[src/core/cdv_pkg.sv]
// constants, state codes and rule summary for the divide-by-3/5 clock divider
// Function
// - divider state advances on both rising and falling input clock edges
// - divide by three: output falls at falling edge of second input cycle
// - divide by five: output falls at falling edge of third input cycle
// - enabling resumes output only after one input rise then one input fall
// - disabling stops output after input rise then output fall, leaving it low
// - gating never truncates a pulse; each pulse keeps full width for the ratio
// - gate control reads high when unconnected, so output is enabled by default
// - ratio select low divides by three, high by five; unconnected reads high
package cdv_pkg;
	// width of the half-cycle phase counter
	localparam int PH_W = 4;
	// output high time in input half-cycles per ratio
	localparam logic [PH_W-1:0] DIV_LO = 4'h3;
	localparam logic [PH_W-1:0] DIV_HI = 4'h5;
	// last phase index of an output period, twice the ratio minus one
	localparam logic [PH_W-1:0] LAST_LO = 4'h5;
	localparam logic [PH_W-1:0] LAST_HI = 4'h9;
	localparam logic [PH_W-1:0] PH_RST = 4'h0;
	// output levels while cleared
	localparam logic Q_RST = 1'b0;
	localparam logic QN_RST = 1'b1;
	// level an unconnected strap pin settles to through its pull-up
	localparam logic PIN_PULL = 1'b1;

	// output gate sequencing, one-hot
	typedef enum logic [6:0] {
		CDV_OFF = 7'h01,
		CDV_ARM_R = 7'h02,
		CDV_ARM_F = 7'h04,
		CDV_SYNC = 7'h08,
		CDV_ON = 7'h10,
		CDV_DR_R = 7'h20,
		CDV_DR_F = 7'h40
	} cdv_gate_t;
endpackage

[src/core/cdv_phase.sv]
// input edge detection and half-cycle phase counter of the divider
`timescale 1ns/1ns
module cdv_phase
(
	input wire logic ref_clk,
	input wire logic clr_n,
	input wire logic in_clk,
	input wire logic div_sel,
	output logic in_rise,
	output logic in_fall,
	output logic [cdv_pkg::PH_W-1:0] ph,
	output logic ratio_hi,
	output logic phase_hi,
	output logic period_start,
	output logic running
);
	logic in_prev_ff;
	logic nxt_in_prev;
	logic run_ff;
	logic nxt_run;
	logic sel_ff;
	logic nxt_sel;
	logic [cdv_pkg::PH_W-1:0] ph_ff;
	logic [cdv_pkg::PH_W-1:0] nxt_ph;
	logic [cdv_pkg::PH_W-1:0] half;
	logic [cdv_pkg::PH_W-1:0] last;
	logic wrap;

	// ratio is latched only at a period boundary so a change never cuts a pulse short
	always_comb
	begin
		in_rise = in_clk & ~in_prev_ff;
		in_fall = ~in_clk & in_prev_ff;
		nxt_in_prev = in_clk;
		half = sel_ff ? cdv_pkg::DIV_HI : cdv_pkg::DIV_LO;
		last = sel_ff ? cdv_pkg::LAST_HI : cdv_pkg::LAST_LO;
		wrap = in_rise & (~run_ff | (ph_ff == last));
		nxt_run = run_ff | in_rise;
		nxt_sel = wrap ? div_sel : sel_ff;
		nxt_ph = ph_ff;
		if (wrap)
			nxt_ph = cdv_pkg::PH_RST;
		else if (run_ff & (in_rise | in_fall))
			nxt_ph = ph_ff + 4'h1;
		phase_hi = nxt_run & (nxt_ph < (wrap ? cdv_pkg::DIV_LO : half));
		period_start = wrap;
	end

	// counting waits for the first rising edge so periods always begin on a rise
	always_ff @(posedge ref_clk or negedge clr_n)
	begin
		if (!clr_n)
		begin
			in_prev_ff <= 1'b0;
			run_ff <= 1'b0;
			sel_ff <= cdv_pkg::PIN_PULL;
			ph_ff <= cdv_pkg::PH_RST;
		end
		else
		begin
			in_prev_ff <= nxt_in_prev;
			run_ff <= nxt_run;
			sel_ff <= nxt_sel;
			ph_ff <= nxt_ph;
		end
	end

	assign ph = ph_ff;
	assign ratio_hi = sel_ff;
	assign running = run_ff;
endmodule

[src/core/cdv_top.sv]
// divide-by-3/5 clock divider with glitch-free synchronous output gate
`timescale 1ns/1ns
module cdv_top
(
	input wire logic ref_clk,
	input wire logic rst_n,
	input wire logic master_clear_n,
	input wire logic in_clk,
	input wire logic div_sel,
	input wire logic out_en,
	output logic div_clk,
	output logic div_clk_n
);
	logic clr_n;
	logic in_rise;
	logic in_fall;
	logic [cdv_pkg::PH_W-1:0] ph;
	logic ratio_hi;
	logic phase_hi;
	logic period_start;
	logic running;
	cdv_pkg::cdv_gate_t state_ff;
	cdv_pkg::cdv_gate_t nxt_state;
	logic div_clk_ff;
	logic nxt_div_clk;
	logic div_clk_n_ff;
	logic nxt_div_clk_n;

	// either reset clears everything at once, without waiting for a clock
	assign clr_n = rst_n & master_clear_n;

	cdv_phase u_phase
	(
		.ref_clk(ref_clk),
		.clr_n(clr_n),
		.in_clk(in_clk),
		.div_sel(div_sel),
		.in_rise(in_rise),
		.in_fall(in_fall),
		.ph(ph),
		.ratio_hi(ratio_hi),
		.phase_hi(phase_hi),
		.period_start(period_start),
		.running(running)
	);

	// gate sequencing; a drop of the enable while arming simply aborts the arm
	always_comb
	begin
		nxt_state = state_ff;
		case (state_ff)
			cdv_pkg::CDV_OFF:
			begin
				if (out_en)
					nxt_state = cdv_pkg::CDV_ARM_R;
			end
			cdv_pkg::CDV_ARM_R:
			begin
				if (!out_en)
					nxt_state = cdv_pkg::CDV_OFF;
				else if (in_rise)
					nxt_state = cdv_pkg::CDV_ARM_F;
			end
			cdv_pkg::CDV_ARM_F:
			begin
				if (!out_en)
					nxt_state = cdv_pkg::CDV_OFF;
				else if (in_fall)
					nxt_state = cdv_pkg::CDV_SYNC;
			end
			cdv_pkg::CDV_SYNC:
			begin
				// start only on a period boundary so the first pulse is whole
				if (!out_en)
					nxt_state = cdv_pkg::CDV_OFF;
				else if (period_start)
					nxt_state = cdv_pkg::CDV_ON;
			end
			cdv_pkg::CDV_ON:
			begin
				if (!out_en)
					nxt_state = cdv_pkg::CDV_DR_R;
			end
			cdv_pkg::CDV_DR_R:
			begin
				if (out_en)
					nxt_state = cdv_pkg::CDV_ON;
				else if (in_rise)
					nxt_state = cdv_pkg::CDV_DR_F;
			end
			cdv_pkg::CDV_DR_F:
			begin
				// if the output is low here one more full pulse runs before the stop
				if (out_en)
					nxt_state = cdv_pkg::CDV_ON;
				else if (div_clk_ff && !phase_hi)
					nxt_state = cdv_pkg::CDV_OFF;
			end
			default:
			begin
				nxt_state = cdv_pkg::CDV_OFF;
			end
		endcase
	end

	// output follows the phase only while the gate is open; otherwise held low
	always_comb
	begin
		nxt_div_clk = 1'b0;
		if (nxt_state == cdv_pkg::CDV_ON || nxt_state == cdv_pkg::CDV_DR_R ||
			nxt_state == cdv_pkg::CDV_DR_F)
			nxt_div_clk = phase_hi;
		nxt_div_clk_n = ~nxt_div_clk;
	end

	// output and gate registers
	always_ff @(posedge ref_clk or negedge clr_n)
	begin
		if (!clr_n)
		begin
			state_ff <= cdv_pkg::CDV_OFF;
			div_clk_ff <= cdv_pkg::Q_RST;
			div_clk_n_ff <= cdv_pkg::QN_RST;
		end
		else
		begin
			state_ff <= nxt_state;
			div_clk_ff <= nxt_div_clk;
			div_clk_n_ff <= nxt_div_clk_n;
		end
	end

	assign div_clk = div_clk_ff;
	assign div_clk_n = div_clk_n_ff;

	// every input edge, rising or falling, moves the phase while running
	edge_both_a: assert property (@(posedge ref_clk) disable iff (!clr_n)
		(running && (in_rise || in_fall)) |=> (ph != $past(ph)))
		else $error("phase did not advance on an input edge");

	// divide by three: output falls on an input fall at phase three
	div3_fall_a: assert property (@(posedge ref_clk) disable iff (!clr_n)
		($fell(div_clk_ff) && !ratio_hi) |-> ((ph == cdv_pkg::DIV_LO) && $past(in_fall)))
		else $error("divide by three output fell at the wrong input edge");

	// divide by five: output falls on an input fall at phase five
	div5_fall_a: assert property (@(posedge ref_clk) disable iff (!clr_n)
		($fell(div_clk_ff) && ratio_hi) |-> ((ph == cdv_pkg::DIV_HI) && $past(in_fall)))
		else $error("divide by five output fell at the wrong input edge");

	// arming needs a rise first, then a fall
	arm_rise_a: assert property (@(posedge ref_clk) disable iff (!clr_n)
		((state_ff == cdv_pkg::CDV_ARM_F) && ($past(state_ff) == cdv_pkg::CDV_ARM_R))
		|-> $past(in_rise))
		else $error("arming advanced without an input rise");

	arm_fall_a: assert property (@(posedge ref_clk) disable iff (!clr_n)
		((state_ff == cdv_pkg::CDV_SYNC) && ($past(state_ff) == cdv_pkg::CDV_ARM_F))
		|-> $past(in_fall))
		else $error("arming advanced without an input fall");

	// no output pulse may appear before the arming sequence is complete
	no_early_a: assert property (@(posedge ref_clk) disable iff (!clr_n)
		(state_ff == cdv_pkg::CDV_OFF || state_ff == cdv_pkg::CDV_ARM_R ||
		state_ff == cdv_pkg::CDV_ARM_F || state_ff == cdv_pkg::CDV_SYNC) |-> !div_clk_ff)
		else $error("output active while gate closed");

	// stopping happens exactly at an output falling edge and leaves it low
	stop_low_a: assert property (@(posedge ref_clk) disable iff (!clr_n)
		((state_ff == cdv_pkg::CDV_OFF) && ($past(state_ff) == cdv_pkg::CDV_DR_F))
		|-> (!div_clk_ff && $past(div_clk_ff)))
		else $error("output stopped other than on its falling edge");

	// every pulse starts at phase zero, so with the fall checks it is full width
	full_pulse_a: assert property (@(posedge ref_clk) disable iff (!clr_n)
		$rose(div_clk_ff) |-> ((ph == cdv_pkg::PH_RST) && $past(in_rise)))
		else $error("output pulse started mid-period");

	// an enable seen high in the off state starts arming next cycle
	en_default_a: assert property (@(posedge ref_clk) disable iff (!clr_n)
		((state_ff == cdv_pkg::CDV_OFF) && out_en) |=> (state_ff == cdv_pkg::CDV_ARM_R))
		else $error("enable high did not start arming");

	// ratio select is captured at each period boundary
	ratio_sel_a: assert property (@(posedge ref_clk) disable iff (!clr_n)
		period_start |=> (ratio_hi == $past(div_sel)))
		else $error("ratio select not captured at period start");

	// while cleared the outputs rest low and high
	clear_out_a: assert property (@(posedge ref_clk)
		!clr_n |-> (!div_clk_ff && div_clk_n_ff && (ph == cdv_pkg::PH_RST)))
		else $error("outputs not in cleared state during reset");

	// the pair always stays complementary
	compl_pair_a: assert property (@(posedge ref_clk) disable iff (!clr_n)
		div_clk_n_ff == !div_clk_ff)
		else $error("complement output not inverse of true output");

	// main scenarios
	div3_pulse_c: cover property (@(posedge ref_clk) disable iff (!clr_n)
		$fell(div_clk_ff) && !ratio_hi);
	div5_pulse_c: cover property (@(posedge ref_clk) disable iff (!clr_n)
		$fell(div_clk_ff) && ratio_hi);
	enable_done_c: cover property (@(posedge ref_clk) disable iff (!clr_n)
		(state_ff == cdv_pkg::CDV_SYNC) ##1 (state_ff == cdv_pkg::CDV_ON));
	drain_done_c: cover property (@(posedge ref_clk) disable iff (!clr_n)
		(state_ff == cdv_pkg::CDV_DR_F) ##1 (state_ff == cdv_pkg::CDV_OFF));
endmodule

[config.mk]
export PLATFORM = sky130hd
export DESIGN_NAME = cdv_top
export DESIGN_NICKNAME = d
export VERILOG_FILES = /design/src/core/cdv_pkg.sv /design/src/core/cdv_phase.sv /design/src/core/cdv_top.sv
export SDC_FILE = /design/constraint.sdc
export NUM_CORES = 1
export LEC_CHECK = 0
export BUFFER_PORTS_ARGS = -buffer_cell sky130_fd_sc_hd__buf_4
export CORE_MARGIN = 8
export CORE_UTILIZATION = 30
export DETAILED_ROUTE_END_ITERATION = 10
export PLACE_DENSITY = 0.45
export SLEW_MARGIN = 0
export SYNTH_ARGS = -nofsm -noshare
export SYNTH_HDL_FRONTEND = slang
export SYNTH_HIERARCHICAL = 1
export SYNTH_SLANG_ARGS = --single-unit
export TNS_END_PERCENT = 30
[constraint.sdc]
create_clock -name ref_clk -period 6.55 [get_ports ref_clk]
set_clock_uncertainty 0.15 [all_clocks]
set_input_delay 0 -clock ref_clk [delete_from_list [all_inputs] [get_ports ref_clk]]
set_output_delay 0 -clock ref_clk [all_outputs]
set_load 0.05 [all_outputs]
Word-level counts from Yosys, hierarchy flattened
Cells that the tools add are included.

Add/sub/neg operators: 1. Multipliers: 0. Divide/modulo/power cells: 0. $lt $le $gt $ge: 1. Eq/ne operators: 11. Shift operators: 0. Multiplexer cells: 19. Bitwise operators: 13. Reductions and logical operators: 4.

Operators by type and width (number): two-way mux 7 bit (12); one-hot mux 7 bit (7 select lines) (1); two-way mux 4 bit (4); equality test 7 x 5 -> 1 bit (second input constant) (2); equality test 7 x 6 -> 1 bit (second input constant) (2); equality test 7 bit (second input constant) (2); equality test 7 x 1 -> 1 bit (second input constant) (1); equality test 7 x 2 -> 1 bit (second input constant) (1); equality test 7 x 3 -> 1 bit (second input constant) (1); equality test 7 x 4 -> 1 bit (second input constant) (1); bitwise AND 1 bit (6); adder 4 x 1 -> 4 bit (second input constant) (1); equality test 4 bit (1); less-than comparator 4 bit (1); inverter 1 bit (4); two-way mux 3 bit (1); OR 1 bit (3); logical OR 1 bit (2); logical AND 1 bit (1); logical NOT 1 bit (1); two-way mux 1 bit (1).

Register bits after elaboration: 16. Bits in latches: 0. Memory bits (writable): 0. Memory bits (read-only): 0. Bits of input ports: 6. Output and inout port bits: 2. Word-level logic and storage cells: 56. Memories: 0.

Logic depth before layout (Yosys ltp)
Gate-level depths: netlist of run 1.

Depth after elaboration: 18. Depth in mapped cells: 15. Gate-level depth less buffers: 15.

Modules after synthesis
Netlist of run 1, hierarchy kept.

Modules (own cells, without submodules): cdv_top (instances 1, cells each 77, area an instance 676.9 um^2, sequential area each 227.7 um^2); cdv_phase (instances 1, cells each 41, area an instance 429.2 um^2, sequential area each 176.4 um^2).

Worst setup path after synthesis of run 1
No wires, ideal clock.

Kind: register to register. Start point: reg u_phase.ph_ff (netlist bit u_phase/ph[0]). End point: reg div_clk_n_ff, in the netlist div_clk_n. Setup time: 94 ps. Data arrival time: 3007 ps. Required time: 6306 ps. Path slack: 3299 ps. Cell stages (with the launch flop): 14. Path buffers: 0. Period minus slack after synthesis: 3251 ps. Cell sequence: dfrtp_1 ha_1 nand4b_1 a31oi_4 or2b_2 ha_1 a21oi_1 o211ai_1 o21ai_0 or4bb_2 o21ai_0 a31oi_1 o32ai_2 or4_1.

Cells in the longest elaborated chain, start to end: 16. Elaborated cells on any way between the ends: 23. Those cells by class: add/sub (1); order compare (1); eq/ne (4); mux (9); bitwise (4); reduce/logical (4).

RTL lines: from (decl) (line cdv_phase.sv:23) `logic [cdv_pkg::PH_W-1:0] ph_ff;`; from (signal assigned) (line cdv_phase.sv:57) `ph_ff <= cdv_pkg::PH_RST;`; from (signal assigned) (line cdv_phase.sv:64) `ph_ff <= nxt_ph;`; equality test 4 bit * (line cdv_phase.sv:37) `wrap = in_rise & (~run_ff | (ph_ff == last));`; OR 1 bit * (line cdv_phase.sv:37); bitwise AND 1 bit * (line cdv_phase.sv:37); named net period_start (line cdv_top.sv:20) `logic period_start;`; two-way mux 4 bit, on equally long branches (line cdv_phase.sv:41, cdv_phase.sv:45); less-than comparator 4 bit * (line cdv_phase.sv:45) `phase_hi = nxt_run & (nxt_ph < (wrap ? cdv_pkg::DIV_LO : half));`; bitwise AND 1 bit * (line cdv_phase.sv:45); named net phase_hi (line cdv_top.sv:19) `logic phase_hi;`; (+4 left out); one-hot mux 7 bit (7 select lines) * (line cdv_top.sv:51) `case (state_ff)`; named net nxt_state[0] (line cdv_top.sv:23) `cdv_pkg::cdv_gate_t nxt_state;`; equality test 7 x 5 -> 1 bit / equality test 7 x 6 -> 1 bit (equally long branches) (line cdv_top.sv:110) `if (nxt_state == cdv_pkg::CDV_ON || nxt_state == cdv_pkg::CDV_DR_R ||`; logical OR 1 bit (line cdv_top.sv:110); logical OR 1 bit * (line cdv_top.sv:110); two-way mux 1 bit * (line cdv_top.sv:110); inverter 1 bit * (line cdv_top.sv:113) `nxt_div_clk_n = ~nxt_div_clk;`; named net nxt_div_clk_n (line cdv_top.sv:27) `logic nxt_div_clk_n;`; to (signal assigned) (line cdv_top.sv:123) `div_clk_n_ff <= cdv_pkg::QN_RST;`; to (signal assigned) (line cdv_top.sv:129) `div_clk_n_ff <= nxt_div_clk_n;`; to (decl) (line cdv_top.sv:26) `logic div_clk_n_ff;`.

Mark *: on every way through the listed nets, which the timed path passes. The rest lies on a longest branch. A chain may end at the register's enable or synchronous reset.

Final worst setup path of run 1
Start point: in in_clk. End point: reg div_clk_n_ff, in the netlist div_clk_n.

Cells in the longest elaborated chain, start to end: 18. Elaborated cells on any way between the ends: 32. Those cells by class: order compare (1); eq/ne (3); mux (15); bitwise (9); reduce/logical (4).

RTL lines: from (decl) (line cdv_top.sv:8) `input wire logic in_clk,`; inverter 1 bit (line cdv_phase.sv:33) `in_fall = ~in_clk & in_prev_ff;`; bitwise AND 1 bit (line cdv_phase.sv:33); OR 1 bit (line cdv_phase.sv:43) `else if (run_ff & (in_rise | in_fall))`; bitwise AND 1 bit (line cdv_phase.sv:43); two-way mux 4 bit (line cdv_phase.sv:43); two-way mux 4 bit * (line cdv_phase.sv:41) `if (wrap)`; named net u_phase.nxt_ph (one bit) (line cdv_phase.sv:24) `logic [cdv_pkg::PH_W-1:0] nxt_ph;`; less-than comparator 4 bit * (line cdv_phase.sv:45); (+1 left out); named net phase_hi (line cdv_top.sv:19); (+4 left out); one-hot mux 7 bit (7 select lines) * (line cdv_top.sv:51); named net nxt_state[0] (line cdv_top.sv:23); equality test 7 x 5 -> 1 bit / equality test 7 x 6 -> 1 bit (equally long branches) (line cdv_top.sv:110); logical OR 1 bit (line cdv_top.sv:110); logical OR 1 bit * (line cdv_top.sv:110); two-way mux 1 bit * (line cdv_top.sv:110); inverter 1 bit * (line cdv_top.sv:113); named net nxt_div_clk_n (line cdv_top.sv:27).

Marks and branches as above.

==> impl_metrics.yaml, run 1 <==
status:
  status: "completed"
logic_synthesis:
  synth_cells: 118
  netlist_area_sq_um: 1106
  synth-seq-cells: 16
  synth_warnings: 6
  synth_ff_type: "dfrtp_1"
  synth_edf_count: 0
  synth-seq-area-share_pct: 36.54
  ys_types: 43
  avgSynthCellArea_sq_um: 9.373
  synth_nets: 130
  ys_async_sr_fraction_pct: 100.0
clocking:
  cts_made_buffers: 3
  clk_path_buf_depth: 2
  root_buffer: "clkbuf_8"
  cts_tree: "built"
  cts_resized: 0
  h-tree-depth: 1
  cts_sinks: 16
  cts_setup_buffers: 0
  cts.reportedPaths.clkPinSlew_ns: 0.07
  insertion_delay_ns: 0.25
power_and_ir_drop:
  ir_drop_mv: 0.1692
  power_density_nw_per_um2: 334.1
  power_mw: 0.4360
  p_leak_nw: 0.5158
finish:
  layout.nets: 141
  diodes: 0
  drive_gt1_share_pct: 18.75
  area_delta_synth_final_pct: 17.99
  seqCellArea_sq_um: 404.1
  fill_cells: 363
  multi_input_area_sq_um: 639.4
  post-route-util_pct: 36.19
route:
  maxUsedRoutingLayer: "met4"
  via_per_inst: 5.091
  drc: 0
  wl_met2_microns: 1190
  wl_met1_microns: 1132
  first_pass_iters: 4
  dr_total_vias: 896
  wire_per_inst_microns: 13.59
  dr_wl_met3_microns: 49
  drt_iter0_markers: 98
  wl_microns: 2392
  ant_nets: 0
timing:
  period_minus_slack_ns: 3.587
  holdWs_ns: 0.2733
  tns_ns: 0
  maxSlewViolCount: 0
  rsz0062_at_grt: "no"
  min_period_over_period_pct: 54.76
  tightest_slew_ns: 0.7677
  max_freq_ghz: 0.2788
  finalWorstSetupSlack_ns: 2.963
  maxSlewHeadroom_pct: 47.50
  finalHoldViolations: 0
  setup_viol: 0
global_routing:
  grt_pass1_wl_microns: 4146
  grt_overflow: 0
  track_usage_pct: 8.350
  grt_pass1_vias: 851
  grt_max_degree: 17
  antenna_found_initial: 0
setup_path:
  worstPathMaxFanout: 5
  required_ns: 6.56
  path_class: "in2reg"
  rr_worst_depth: 13
  crit_path_end_kind: "register"
  crit_path_start: "in_clk"
  cp.arrival_ns: 3.60
  critPathLaunchType: "input port"
  r2r_setup_slack_ns: 2.96
  crit_end: "div_clk_n"
  r2r_start: "u_phase/ph[0]"
  r2r-end: "div_clk_n"
floorplanning:
  die_w_microns: 76.72
  die_y_microns: 76.72
  num_rows: 22
  ioPinCount: 8
  core_sq_um: 3606
  initial_utilization_pct: 30.67
  die_area_sq_um: 5886
run:
  maxCapViolations: 0
placement:
  globalplace.congestion: 0.7909
  dp_hpwl_microns: 1706
  dp_slack_ns: 2.989
  port-buffer-count: 7
hold_path:
  hold_class: "in2reg"
-- cell families (layout without fill, tap and decap cells) --
| family | Yosys count | count (layout) | synth area share [%] |
|---|---|---|---|
| adders and majority gates | 6 | 6 | 6.787 |
| xor gates and xnor gates | 6 | 6 | 4.752 |
| and+or+nand+nor | 47 | 47 | 26.13 |
| buffers and inverters | 16 | 26 | 5.656 |
| muxes | 2 | 2 | 1.810 |
| AOI/OAI and AO/OA | 25 | 25 | 18.33 |
| DFF | 16 | 16 | 36.54 |
-- repair_timing --
| item | CTS | global route |
|---|---|---|
| endpoints found under the setup margin | 0 | 0 |
| endpoints found under the hold margin | 20 | 0 |
| hold buffers | 6 | 0 |
-- cells in the final DEF, fill, tap and decap left out, drive strengths merged, types with 3 or more instances in the layout --
cell type / netlist / final
or4: 3 / 3
dlygate4sd3: 0 / 6
nand2: 8 / 8
nor3: 4 / 4
a2111oi: 3 / 3
a21oi: 6 / 6
xor2: 3 / 3
ha: 6 / 6
buf: 2 / 7
dfrtp: 13 / 13
o21ai: 4 / 4
inv: 9 / 9
clkbuf: 5 / 4
nand2b: 3 / 3
xnor2: 3 / 3
o211ai: 3 / 3
nor2: 8 / 8
nor4: 5 / 5
a31oi: 4 / 4
dfstp: 3 / 3
-- final cells by class --
| class | instances | area share [%] |
|---|---|---|
| Multi-Input combinational cell | 86 | 48.99 |
| Sequential cell | 16 | 30.97 |
| Timing Repair Buffer | 13 | 8.629 |
| Tap cell | 48 | 4.602 |
| Clock buffer | 4 | 4.219 |
| Inverter | 9 | 2.589 |
-- sequential cells by signal, indices dropped and copies added (netlist names) --
register            count
state_ff                7
u_phase/running         1
u_phase/ratio_hi        1
u_phase/ph              4
u_phase/in_prev_ff      1
div_clk                 1
div_clk_n               1
-- critical path, stage by stage --
cell and delay [ns]:
dlygate4sd3_1 0.53, buf_4 0.11, inv_1 0.04, ha_1 0.27
and2b_1 0.28, nand2_1 0.09, xor2_1 0.14, nor2_1 0.14
ha_1 0.27, a21oi_1 0.19, o211ai_1 0.11, o21ai_0 0.30
or4bb_2 0.19, o21ai_0 0.07, a31oi_1 0.22, o32ai_2 0.13
or4_1 0.51
-- synthesized netlist by cell type (all sizes together) (2+ instances only) --
| cell | instances | area [sq um] |
|---|---|---|
| nor3 | 4 | 20.02 |
| mux2i | 2 | 20.02 |
| nand4b | 2 | 17.52 |
| ha | 6 | 75.07 |
| a211oi | 2 | 15.01 |
| nor4 | 5 | 31.28 |
| a31oi | 4 | 40.04 |
| clkbuf | 5 | 18.77 |
| dfstp | 3 | 78.83 |
| buf | 2 | 10.01 |
| nor4b | 2 | 23.77 |
| xnor2 | 3 | 26.28 |
| nand2 | 8 | 30.03 |
| or3 | 2 | 13.77 |
| inv | 9 | 33.78 |
| o21ai | 4 | 20.02 |
| a2111oi | 3 | 45.05 |
| dfrtp | 13 | 325.3 |
| a21oi | 6 | 30.03 |
| nand2b | 3 | 18.77 |
| or4 | 3 | 26.27 |
| o211ai | 3 | 22.52 |
| xor2 | 3 | 26.28 |
| nor2 | 8 | 30.03 |
-- how the worst min path moves through the flow --
| stage | slack (ns) | depth (start not counted) | end | from |
|---|---|---|---|---|
| finish | 0.27 | 2 | u_phase/in_prev_ff | in_clk |
| global route | 0.27 | 2 | u_phase/in_prev_ff | in_clk |
| CTS | 0.27 | 2 | u_phase/in_prev_ff | in_clk |
| detailed placement | -0.02 | 1 | u_phase/in_prev_ff | in_clk |
| global placement | -0.02 | 1 | u_phase/in_prev_ff | in_clk |
| floorplan | -0.14 | 1 | div_clk | master_clear_n |
-- report_power, final --
part	internal [mW]	total, mW	switching, mW	leakage [nW]
combinational	0.0890	0.189	0.0999	0.288
clock	0.0532	0.0866	0.0334	0.0288
sequential	0.129	0.160	0.0318	0.199
-- through the flow --
stage | std cells | area (sq um)
2_1_floorplan | 118 | 1106
3_3_place_gp | 166 | 1190
3_5_place_dp | 166 | 1190
4_1_cts | 176 | 1305
5_1_grt | 176 | 1305
6_report | 176 | 1305
-- per-layer routing --
metal / global-route usage [%] / up-vias
met5: 0 / -
met4: 2.885 / 0
met3: 1.515 / 2
met2: 12.91 / 10
met1: 11.27 / 433
li1: - / 451
No activity file was read; power rests on OpenSTA's default activity.
==> run 2: changes to the inputs <==
- clock period: 6.55 -> 3.7 ns (I/O delays scaled with it)
==> run 2 against run 1 <==
Against the previous run:
- utilization increased by 0.66 points
- design area rose by 1.8%
- clock-buffer cell count stayed put
- largest cell class unchanged
==> impl_metrics.yaml, run 2 (same netlist as run 1, synthesis figures left out) <==
setup_path:
  cp.arrival_ns: 3.43
  crit_chain: "dlygate4sd3_1 -> buf_4 -> inv_1 -> ha_1 -> and2b_1 -> nand2_1 -> xor2_1 -> nor2_1 -> ha_1 -> nand2_1 -> o211ai_1 -> o21ai_1 -> or4bb_2 -> o21ai_0 -> a31oi_1 -> o32ai_2 -> buf_4 -> nor4_1"
  critPathLaunchType: "input port"
  r2r_setup_slack_ns: 0.26
  crit_path_max_incr_delay_ns: 0.61
  worstPathMaxFanout: 5
  required_ns: 3.64
  path_class: "in2reg"
  cp_top_family: "simple AND/OR/NAND/NOR gates"
  path_buf_inv: 4
  crit_slowest_cell: "or4bb_2"
  crit_path_end_kind: "register"
finish:
  final_common_cell: "dfrtp_1"
  mostFrequentLayoutCells: "13 x dfrtp_1, 11 x buf_4, 8 x inv_1, 8 x nand2_1, 8 x nor2_1"
  layout.nets: 145
  largest-register: "state_ff"
  drive_gt1_share_pct: 21.21
  diodes: 0
  area_delta_synth_final_pct: 20.14
  largest_reg_flops: 7
clocking:
  root_buffer: "clkbuf_8"
  cts_sinks: 16
  insertion_delay_ns: 0.24
  cts_made_buffers: 3
  clk_path_buf_depth: 2
  cts.reportedPaths.clkPinSlew_ns: 0.06
  cts_tree: "built"
  h-tree-depth: 1
  cts_setup_buffers: 0
floorplanning:
  die_w_microns: 76.72
  die_y_microns: 76.72
  core_sq_um: 3606
  num_rows: 22
  initial_utilization_pct: 30.67
  ioPinCount: 8
  die_area_sq_um: 5886
hold_path:
  hold_class: "in2reg"
route:
  dr_total_vias: 926
  via_per_inst: 5.144
  drt_iter0_markers: 120
  wl_microns: 2548
  drc: 0
  wire_per_inst_microns: 14.16
  ant_nets: 0
  first_pass_iters: 5
global_routing:
  grt_pass1_vias: 958
  antenna_found_initial: 0
  grt_max_degree: 17
  grt_overflow: 0
  grt_pass1_wl_microns: 4436
  track_usage_pct: 8.945
status:
  status: "completed"
timing:
  maxSlewHeadroom_pct: 51.54
  tns_ns: 0
  maxSlewViolCount: 0
  holdWs_ns: 0.2744
  tightest_slew_ns: 0.7086
  rsz0062_at_grt: "no"
  min_period_over_period_pct: 94.31
  setup_viol: 0
  finalWorstSetupSlack_ns: 0.2106
  max_freq_ghz: 0.2866
  period_minus_slack_ns: 3.489
  finalHoldViolations: 0
power_and_ir_drop:
  ir_drop_mv: 0.2352
  power_density_nw_per_um2: 604.5
  p_leak_nw: 0.5305
run:
  maxCapViolations: 0
placement:
  dp_hpwl_microns: 1864
  globalplace.congestion: 0.7698
  dp_slack_ns: 0.1589
  port-buffer-count: 7
==> run 2: routing by layer <==
metal	up-vias	wire length, microns	track usage (%)
met4	0	19	2.692
met1	452	1114	10.70
met3	4	84	1.748
met5	-	0	0
met2	12	1330	15.63
li1	458	-	-
==> run 2: final cells by class <==
class / instances / area, sq um
repair buffers: 17 / 142.6
inverters: 9 / 33.78
flip-flops and latches: 16 / 404.1
fillers: 374 / 2277
multi-input cells: 86 / 643.1
clock buffers: 4 / 45.04
well taps: 48 / 60.06
==> run 2: power breakdown <==
part / internal, mW / switching [mW]
logic: 0.189 / 0.197
clock network: 0.0761 / 0.0574
registers: 0.228 / 0.0557
==> run 2: repair_timing <==
item / in CTS / in global routing
hold buffers: 6 / 0
endpoints found under the setup margin: 0 / 2
resized for setup: 0 / 2
hold endpoints to repair: 19 / 0
==> run 2: path summary, 6_finish.rpt <==
path                                  start                 end  cells after the start
max                                  in_clk             div_clk                     18
min                                  in_clk  u_phase/in_prev_ff                      2
max reg2reg                   u_phase/ph[0]             div_clk                     14
min reg2reg                u_phase/ratio_hi    u_phase/ratio_hi                      2
max in group asynchronous             rst_n         state_ff[2]                      4
min in group asynchronous    master_clear_n         state_ff[0]                      3
==> run 2: worst reg2reg max path: cells and delay by family, from the launching register on <==
family | cells | cell delay, ns
AOI/OAI and AO/OA | 6 | 0.79
adders and majority gates | 2 | 0.55
DFF | 1 | 0.42
buffers and inverters | 1 | 0.17
and+or+nand+nor | 5 | 1.22
==> run 2: stage by stage <==
step,total power [mW],cell area [sq um],instances,utilization (%)
final,0.8033,1329,180,36.85
after global routing,0.8648,1329,180,36.85
after CTS,0.7988,1325,180,36.75
after detailed placement,0.6549,1220,170,33.83
after global placement,0.6486,1220,170,33.83
after floorplan,0.5400,1106,118,-
